[config.mk]
export PLATFORM = sky130hd
export DESIGN_NAME = fpps_sequencer
export DESIGN_NICKNAME = d
export VERILOG_FILES = /design/src/fpps_pkg.sv /design/src/fpps_sequencer.sv
export VERILOG_INCLUDE_DIRS = /design/src
export SDC_FILE = /design/constraint.sdc
export NUM_CORES = 2
export LEC_CHECK = 0
export CORE_ASPECT_RATIO = 1.75
export CORE_UTILIZATION = 50
export CTS_CLUSTER_SIZE = 10
export DETAILED_ROUTE_END_ITERATION = 10
export DONT_BUFFER_PORTS = 1
export PLACE_DENSITY = 0.64
export SETUP_SLACK_MARGIN = 0.2
export SYNTH_ARGS = -nofsm -noshare
export SYNTH_HDL_FRONTEND = slang
export SYNTH_SLANG_ARGS = --single-unit
[constraint.sdc]
create_clock -name core_clk -period 118.8 [get_ports core_clk]
set_input_delay 0 -clock core_clk [delete_from_list [all_inputs] [get_ports core_clk]]
set_output_delay 0 -clock core_clk [all_outputs]
set_load 0.01 [all_outputs]
[src/fpps_defines.svh]
/*
  Constants of the forward PWM protection sequencer: timing figures,
  derived cycle counts, register offsets, field positions, reset values.
  Assumes a 100 MHz core clock.
*/
`ifndef FPPS_DEFINES_SVH
`define FPPS_DEFINES_SVH

// Clock
`define FPPS_CLK_PERIOD_NS 10
`define FPPS_CLK_MHZ 100

// Protection times in ns
`define FPPS_OC_WINDOW_NS 1500000
`define FPPS_OC_HICCUP_NS 40000000
`define FPPS_OV_SUSTAIN_NS 200000
`define FPPS_OV_HICCUP_NS 200000000
`define FPPS_OC_WINDOW_CYC (`FPPS_OC_WINDOW_NS / `FPPS_CLK_PERIOD_NS)
`define FPPS_OC_HICCUP_CYC (`FPPS_OC_HICCUP_NS / `FPPS_CLK_PERIOD_NS)
`define FPPS_OV_SUSTAIN_CYC (`FPPS_OV_SUSTAIN_NS / `FPPS_CLK_PERIOD_NS)
`define FPPS_OV_HICCUP_CYC (`FPPS_OV_HICCUP_NS / `FPPS_CLK_PERIOD_NS)

// Rectifier edge rate: 1.5 ns of edge per us
`define FPPS_RECT_STEP_PS 1500
`define FPPS_RECT_STEP_CYC \
  ((`FPPS_CLK_PERIOD_NS * 1000 * `FPPS_CLK_MHZ) / `FPPS_RECT_STEP_PS)

// Sequencing counts
`define FPPS_DUTY_LIMIT_SETTING_HITS 2'h3
`define FPPS_LOCK_EDGES 4'h8
`define FPPS_SYNC_TOL_PCT 10
`define FPPS_SS_PERIODS 8'h40
`define FPPS_DUTY_FULL 8'hFF

// Registers
`define FPPS_REG_CTRL 4'h0
`define FPPS_REG_STATUS 4'h4
`define FPPS_CTRL_EN_BIT 0
`define FPPS_CTRL_SYNC_BIT 1
`define FPPS_CTRL_RST 2'h0

`endif

[src/fpps_pkg.sv]
/*
  Types of the forward PWM protection sequencer.
  Assumes fpps_defines.svh is compiled alongside.
*/
package fpps_pkg;

  typedef enum logic [2:0] {
    FPPS_IDLE = 3'b000,
    FPPS_SOFT = 3'b001,
    FPPS_RUN = 3'b010,
    FPPS_OC_HIC = 3'b011,
    FPPS_OV_HIC = 3'b100,
    FPPS_OT_OFF = 3'b101
  } fpps_mode_type;

  typedef struct packed {
    fpps_mode_type st;
    logic ctrl_en;
    logic ctrl_sync;
    logic [31:0] rdata;
    logic [15:0] pcnt;
    logic main_on;
    logic clamp_on;
    logic fwd_on;
    logic fw_on;
    logic [7:0] level;
    logic [7:0] ramp;
    logic hit_max;
    logic [1:0] duty_limit_setting_cnt;
    logic [7:0] ss_cnt;
    logic oc_active;
    logic [31:0] oc_cnt;
    logic [31:0] hic_cnt;
    logic [31:0] ov_cnt;
    logic ov_block;
    logic [15:0] rect_w;
    logic [15:0] step_cnt;
    logic sync_prev;
    logic [19:0] sync_meas;
    logic [3:0] lock_cnt;
    logic locked;
  } fpps_state_type;

endpackage : fpps_pkg

[src/fpps_sequencer.sv]
/*
  Timing and fault sequencing of a peak-current-mode forward PWM
  controller: main/clamp gates, rectifier drives, sync lock, duty limit,
  current limit, overtemperature and overvoltage sequences.
  Assumes all inputs synchronous to core_clk and comparator flags
  already filtered; frequency_set_input holds the period in cycles (>=16).
*/
`timescale 1ns/100ps
`include "fpps_defines.svh"

// What this block does
// - Current compare ends main pulse next cycle
// - Control level sampled and forwarded continuously
// - Current limit trip truncates pulse next cycle
// - Run cycle-by-cycle limit for fixed interval
// - Interval expiry turns all drives off
// - Hiccup wait then fresh soft start
// - Short circuit handled like overcurrent
// - Overtemperature drives all gates low
// - Overtemperature clear restarts with soft start
// - On-time limited by duty limit setting
// - Duty limit also enforced during soft start
// - Three max-duty soft start periods start hiccup
// - Lock to sync within seven to ten periods
// - Internal oscillator used until lock
// - Sync outside ten percent window ignored
// - Sync accepted running or before soft start
// - Locked clock follows dithered sync per period up to the set period
// - Forward drive in phase, freewheel complementary
// - Slope ramp zero at start, rises linearly
// - Overvoltage turns all gates off immediately
// - Overvoltage clear: primary next period, rectifiers phase
// - Sustained overvoltage enters long hiccup wait
// - Rectifier edges move at fixed rate
module fpps_sequencer
  import fpps_pkg::*;
#(
  parameter int unsigned OC_WINDOW_CYC = `FPPS_OC_WINDOW_CYC,
  parameter int unsigned OC_HICCUP_CYC = `FPPS_OC_HICCUP_CYC,
  parameter int unsigned OV_SUSTAIN_CYC = `FPPS_OV_SUSTAIN_CYC,
  parameter int unsigned OV_HICCUP_CYC = `FPPS_OV_HICCUP_CYC
) (
  // Clock and reset
  input wire logic core_clk,
  input wire logic reset_n,
  // Register port
  input wire logic [3:0] reg_addr,
  input wire logic [31:0] reg_wdata,
  input wire logic reg_write,
  input wire logic reg_read,
  output logic [31:0] reg_rdata,
  // Setup pins
  input wire logic [15:0] frequency_set_input,
  input wire logic [7:0] duty_limit_setting,
  input wire logic sync_clock_in,
  // Control level and comparator flags
  input wire logic [7:0] control_level,
  input wire logic current_compare,
  input wire logic current_limit_trip,
  input wire logic short_circuit_flag,
  input wire logic overtemp_flag,
  input wire logic overvoltage_sense,
  // Gate drives and analog references
  output logic main_switch_gate,
  output logic clamp_switch_gate,
  output logic forward_rectifier_drive,
  output logic freewheel_rectifier_drive,
  output logic [7:0] forwarded_level,
  output logic [7:0] slope_ramp
);

  // Longest on-time in cycles for the duty setting
  function automatic logic [15:0] fpps_duty_max(
    input logic [15:0] per,
    input logic [7:0] set
  );
    logic [23:0] frac;
    frac = per * set;
    if (set == `FPPS_DUTY_FULL) begin
      return per;
    end
    return {1'b0, per[15:1]} + frac[24-1:9];
  endfunction : fpps_duty_max

  // Sync period against the allowed window
  function automatic logic fpps_in_window(
    input logic [19:0] meas,
    input logic [15:0] per
  );
    logic [27:0] m;
    logic [27:0] p;
    m = meas * 28'(100);
    p = per * 28'(100 - `FPPS_SYNC_TOL_PCT);
    if (m < p) begin
      return 1'b0;
    end
    p = per * 28'(100 + `FPPS_SYNC_TOL_PCT);
    return m <= p;
  endfunction : fpps_in_window

  fpps_state_type s;
  fpps_state_type n;
  logic sync_rise;
  logic period_end;
  logic running;
  logic drive_ok;
  logic at_max;
  logic trip_any;
  logic faults_clear;
  logic [15:0] max_on;
  logic [15:0] per;

  // Next-state logic
  always_comb begin : next_state
    n = s;
    per = frequency_set_input;
    max_on = fpps_duty_max(per, duty_limit_setting);
    sync_rise = sync_clock_in & ~s.sync_prev;
    trip_any = current_limit_trip | short_circuit_flag;
    faults_clear = ~overtemp_flag & ~overvoltage_sense;
    running = (s.st == FPPS_SOFT) || (s.st == FPPS_RUN);
    n.level = control_level;
    n.sync_prev = sync_clock_in;
    n.rdata = 32'h0;
    // Register port
    if (reg_write && reg_addr == `FPPS_REG_CTRL) begin
      n.ctrl_en = reg_wdata[`FPPS_CTRL_EN_BIT];
      n.ctrl_sync = reg_wdata[`FPPS_CTRL_SYNC_BIT];
    end
    if (reg_read && reg_addr == `FPPS_REG_CTRL) begin
      n.rdata = {30'h0, s.ctrl_sync, s.ctrl_en};
    end
    if (reg_read && reg_addr == `FPPS_REG_STATUS) begin
      n.rdata = {24'h0, s.locked, s.ov_block, s.oc_active, 2'h0, s.st};
    end

    // Sync measurement and lock, in any mode
    if (sync_rise) begin
      n.sync_meas = 20'h1;
      if (s.ctrl_sync && fpps_in_window(s.sync_meas, per)) begin
        if (s.lock_cnt >= `FPPS_LOCK_EDGES - 4'h1) begin
          n.locked = 1'b1;
        end else begin
          n.lock_cnt = s.lock_cnt + 4'h1;
        end
      end else begin
        n.lock_cnt = 4'h0;
        n.locked = 1'b0;
      end
    end else if (!fpps_in_window(s.sync_meas, per) &&
                 s.sync_meas > 20'(per)) begin
      // Sync lost: fall back to the internal oscillator
      n.lock_cnt = 4'h0;
      n.locked = 1'b0;
      n.sync_meas = 20'h0;
    end else if (s.sync_meas != 20'h0) begin
      n.sync_meas = s.sync_meas + 20'h1;
    end

    // Period boundary: sync edge or internal count once locked, else internal count
    if (s.locked) begin
      period_end = sync_rise || s.pcnt >= per - 16'h1;
    end else begin
      period_end = s.pcnt >= per - 16'h1;
    end
    n.pcnt = period_end ? 16'h0 : s.pcnt + 16'h1;
    n.ramp = 8'((32'(n.pcnt) * 32'hFF) / 32'(per));
    // Overcurrent interval and overvoltage duration timers
    if (running && trip_any) begin
      n.oc_active = 1'b1;
    end
    if (s.oc_active) begin
      n.oc_cnt = s.oc_cnt + 32'h1;
    end
    n.ov_cnt = overvoltage_sense ? s.ov_cnt + 32'h1 : 32'h0;
    n.hic_cnt = s.hic_cnt + 32'h1;
    // Mode sequencing
    case (s.st)
      FPPS_IDLE: begin
        if (s.ctrl_en && faults_clear) begin
          n.st = FPPS_SOFT;
        end
      end
      FPPS_SOFT, FPPS_RUN: begin
        if (period_end) begin
          n.ss_cnt = s.ss_cnt + 8'h1;
          if (s.st == FPPS_SOFT && s.ss_cnt >= `FPPS_SS_PERIODS) begin
            n.st = FPPS_RUN;
          end
          if (s.st == FPPS_SOFT) begin
            n.duty_limit_setting_cnt = s.hit_max ? s.duty_limit_setting_cnt + 2'h1 : 2'h0;
            if (s.hit_max && s.duty_limit_setting_cnt == `FPPS_DUTY_LIMIT_SETTING_HITS - 2'h1) begin
              n.st = FPPS_OC_HIC;
              n.hic_cnt = 32'h0;
            end
          end
        end
        if (s.oc_active && s.oc_cnt >= OC_WINDOW_CYC - 1) begin
          n.st = FPPS_OC_HIC;
          n.hic_cnt = 32'h0;
        end
        if (s.ov_cnt >= OV_SUSTAIN_CYC - 1 && overvoltage_sense) begin
          n.st = FPPS_OV_HIC;
          n.hic_cnt = 32'h0;
        end
      end
      FPPS_OC_HIC: begin
        if (s.hic_cnt >= OC_HICCUP_CYC - 1 && faults_clear) begin
          n.st = FPPS_SOFT;
        end
      end
      FPPS_OV_HIC: begin
        if (s.hic_cnt >= OV_HICCUP_CYC - 1 && faults_clear) begin
          n.st = FPPS_SOFT;
        end
      end
      FPPS_OT_OFF: begin
        if (faults_clear) begin
          n.st = FPPS_SOFT;
        end
      end
      default: begin
        n.st = FPPS_IDLE;
      end
    endcase
    // Overtemperature overrides every mode but idle; disable overrides every mode
    if (overtemp_flag && s.st != FPPS_IDLE) begin
      n.st = FPPS_OT_OFF;
    end
    if (!s.ctrl_en) begin
      n.st = FPPS_IDLE;
    end

    // Fresh soft start clears the protection counters
    if (n.st == FPPS_SOFT && s.st != FPPS_SOFT) begin
      n.oc_active = 1'b0;
      n.oc_cnt = 32'h0;
      n.duty_limit_setting_cnt = 2'h0;
      n.ss_cnt = 8'h0;
      n.hit_max = 1'b0;
    end
    if (n.st != FPPS_SOFT && n.st != FPPS_RUN) begin
      n.oc_active = 1'b0;
      n.oc_cnt = 32'h0;
    end

    // Overvoltage blanks drives until the next period start
    if (overvoltage_sense) begin
      n.ov_block = 1'b1;
    end else if (period_end) begin
      n.ov_block = 1'b0;
    end

    drive_ok = (n.st == FPPS_SOFT || n.st == FPPS_RUN) &&
               !n.ov_block && !overtemp_flag;
    // Main switch: on at period start, off on compare, limit or max duty
    at_max = 17'(s.pcnt) + 17'h1 >= 17'(max_on);
    if (!drive_ok) begin
      n.main_on = 1'b0;
    end else if (period_end) begin
      n.main_on = max_on != 16'h0;
      n.hit_max = 1'b0;
    end else if (s.main_on && (current_compare || trip_any)) begin
      n.main_on = 1'b0;
    end else if (s.main_on && at_max) begin
      n.main_on = 1'b0;
      n.hit_max = 1'b1;
    end
    if (period_end && !drive_ok) begin
      n.hit_max = 1'b0;
    end

    // Clamp covers the off interval
    n.clamp_on = drive_ok && !n.main_on;
    // Rectifier width ramps from zero at a fixed edge rate
    if (!drive_ok) begin
      n.rect_w = 16'h0;
      n.step_cnt = 16'h0;
    end else if (s.step_cnt >= 16'(`FPPS_RECT_STEP_CYC - 1)) begin
      n.step_cnt = 16'h0;
      if (s.rect_w < per) begin
        n.rect_w = s.rect_w + 16'h1;
      end
    end else begin
      n.step_cnt = s.step_cnt + 16'h1;
    end

    // Forward with main gate, freewheel in the off interval
    n.fwd_on = drive_ok && n.main_on && n.pcnt < s.rect_w;
    n.fw_on = drive_ok && !n.main_on &&
              17'(n.pcnt) + 17'(s.rect_w) >= 17'(per);
  end : next_state

  // State register
  always_ff @(posedge core_clk or negedge reset_n) begin : state_reg
    if (!reset_n) begin
      s <= '0;
      s.st <= FPPS_IDLE;
      s.ctrl_en <= 1'(`FPPS_CTRL_RST >> `FPPS_CTRL_EN_BIT);
    end else begin
      s <= n;
    end
  end : state_reg

  // Outputs straight from flip-flops
  assign reg_rdata = s.rdata;
  assign main_switch_gate = s.main_on;
  assign clamp_switch_gate = s.clamp_on;
  assign forward_rectifier_drive = s.fwd_on;
  assign freewheel_rectifier_drive = s.fw_on;
  assign forwarded_level = s.level;
  assign slope_ramp = s.ramp;
endmodule : fpps_sequencer

==> impl_results.md <==
* TritonCTS clock tree: yes
* RR Startpoint: s[187]
* First-pass GRT wire length at 215000 um
* Critical Path Sink: slope_ramp[0]
* Crit path from: s[187]
* DR iter-0 viols at 1831
* Final WS setup at roughly 8.9 ns
* Clock buffer depth at 3
* Slowest stage delay, CP at 0.65 ns
* Crit path kind: reg2reg
* Synth-to-Final Area Change at 4.91%
* Worst hold margin at approximately 0.024 ns
* Setup Buffers After CTS at 0
* Clock sinks at 214
* Post-Place Setup Slack at between 6 and 7 ns
* IO Pins at 130
* Req. time, crit path at about 120 ns
* Die width at 237 um
* Die area at 98300 um2
* Max_cap viols at 0
* Total Nets Final at approximately 7000
* Hold-critical path depth at 1
* Gr ovfl total at 0
* Clock transition at the registers of the reported paths at 0.05 ns
* Worst-margin pin slew at 1.20 ns
* Final hold vios at 0
* Post-synth ARST share at 100%
* Slew HR at 19.2%
* Max Fanout on Critical Path at 38
* Remaining DRCs at 0
* Vias at 43700
* # rows at 150
* Total core area at 95900 um2
* Syn Area/Cell at 7.93 um2
* Outcome: finished, final reports clean
* RSZ-0062 raised after global routing: false
* Initial Util at between 50% and 60%
* H-tree depth at 1
* Netlist cell types at 121
* Worst-Skew Late Latency at 0.54 ns
* Pins Over Slew Limit at 0
* Setup Skew at roughly 0.014 ns
* # setup viols final at 0
* Worst endpoint data arrival time at 110.32 ns
* FF+latch count, synth at 214
* All-Layer GR Usage at a little over a quarter
* R2R depth at 501
* CTS Buf Count at 26
* Via-to-Cell Ratio at 5.92
* Initial antenna violation count at 0
* CP dominant cell by count: o21a_1
* Final GP Congestion at around 0.92
* Final HPWL DP at 103000 um
* EDFF count, synth at 0
* Mapped cell area at 48500 um2
* Root buffer cell: clkbuf_16
* Total negative slack at 0 ns
* Reg2Reg Capture Point: slope_ramp[0]
* Largest net degree at the start of global routing at 215
* Post-Synthesis Cells at just over 6000
* Period utilization at 92.5%
* CP Capture Type: register
* Wire per inst at 17.5 um
* HP Class: in2reg
* Min Tclk post-route at 109.91 ns
* Max stage delay cell, worst path: o311ai_0
* Antenna violation net count after detailed routing at 0
* Min-delay src: control_level[7]
* Port Buffers at 0
* Worst Setup Start Kind: register
* DR pass1 iterations at 5
* Sequential-to-total area share from yosys stat at around 11%
* Die height at 414 um
* Worst reg-to-reg setup slack at 8.89 ns
* Number of global-route vias before repair at 44900
* Layout cells sized above 1 at 5.46%
* Drt total wl at 129000 um
* FMAX at 0.00910 GHz
* Main synth FF type: dfrtp_1
* Synth warnings at 0
timing repair:
item,CTS,global route
hold buffers,31,0
gates resized for setup,0,22
setup endpoints to repair,0,1
endpoints found under the hold margin,307,0
kinds of logic after synthesis:
kind of cell	Yosys count	synth area share [%]
other cells	1	0.00773
mux	122	2.79
flops	214	11.0
xor+xnor	400	7.24
simple gates	2150	21.8
buf+inv	757	6.33
compound gates	1403	19.7
fa+ha+maj	1073	31.1
synth_stat cells, drive strengths merged (104+ instances only):
cell,instances,share of area [%]
nor2,547,4.3
dfrtp,214,11
inv,559,4.3
nand2,508,3.9
a21oi,315,3.2
fa,227,9.4
o21a,266,4.1
ha,827,21
nand3,134,1.4
o21ai,234,2.4
a21o,104,1.6
and2,141,1.8
o31ai,121,1.9
xnor2,261,4.7
xor2,139,2.5
clkbuf,111,0.86
nor3,315,3.3
routing by layer:
| layer | global-route usage (%) | vias to the layer above | routed length, um |
|---|---|---|---|
| li1 | - | 21500 | - |
| met1 | 26.5 | 21100 | 48000 |
| met2 | 53.1 | 718 | 70800 |
| met3 | 2.07 | 341 | 3480 |
| met4 | 12.7 | 0 | 6830 |
| met5 | 0 | - | 0 |
cells in the final DEF (no fill, tap or decap), drive strengths merged, types with 28 or more instances in the layout:
master and count:
or3 35, a21oi 315, nor2b 77, nand3 134, o21ai 234, o211ai 32
o21bai 36, fa 227, o31ai 121, ha 827, nor4 42, or2 49
o21a 266, a21o 104, nand2 508, dfrtp 214, clkbuf 29, a31oi 44
nor3 315, and2 141, buf 54, inv 557, mux2i 28, and3 60
mux2 94, nor2 547, dlygate4sd3 29, a211oi 39, nand4 96, conb 39
and4 29, xor2 139, nand2b 68, xnor2 261
worst max-delay path: cells and delay by family (launching register included):
kind                     cells  cell delay, ns
AO/OA/AOI/OAI              311           66.72
AND/OR/NAND/NOR            108           20.17
adder cells (fa/ha/maj)     35           11.51
buffers and inverters       39            7.82
multiplexers                 6            2.16
flip-flops                   1            0.51
XOR/XNOR                     2            0.38
state kept, by name (all words and copies together) (netlist names):
name,count
clamp_switch_gate,1
forward_rectifier_drive,1
reg_rdata,6
forwarded_level,8
slope_ramp,8
freewheel_rectifier_drive,1
main_switch_gate,1
s,188
worst min-delay path by stage:
stage          slack (ns)            endpoint
4_1_cts             0.005  forwarded_level[4]
3_3_place_gp        -0.29  forwarded_level[2]
3_5_place_dp        -0.29  forwarded_level[3]
5_1_grt              0.01  forwarded_level[7]
6_report             0.02  forwarded_level[7]
2_1_floorplan       -0.30   clamp_switch_gate
area by class of cell:
| type | count | area [um2] |
|---|---|---|
| clock inverters | 4 | 58.8 |
| well taps | 1292 | 1620 |
| diodes | 1 | 2.50 |
| multi-input cells | 5187 | 40300 |
| fillers | 9316 | 45000 |
| flip-flops and latches | 214 | 5360 |
| clock buffers | 29 | 672 |
| repair buffers | 83 | 728 |
| inverters | 563 | 2120 |
metrics by stage:
step	area [um2]	utilization, %	std cells
floorplan	48700	-	6158
global placement	49700	51.9	7308
detailed placement	49700	51.9	7308
CTS	50800	53.0	7372
global route	50900	53.1	7372
finish	50900	53.1	7373
Power is left out: the tool's default activity adds up to more than one toggle a clock period on the data nets, which glitch-free logic cannot reach.
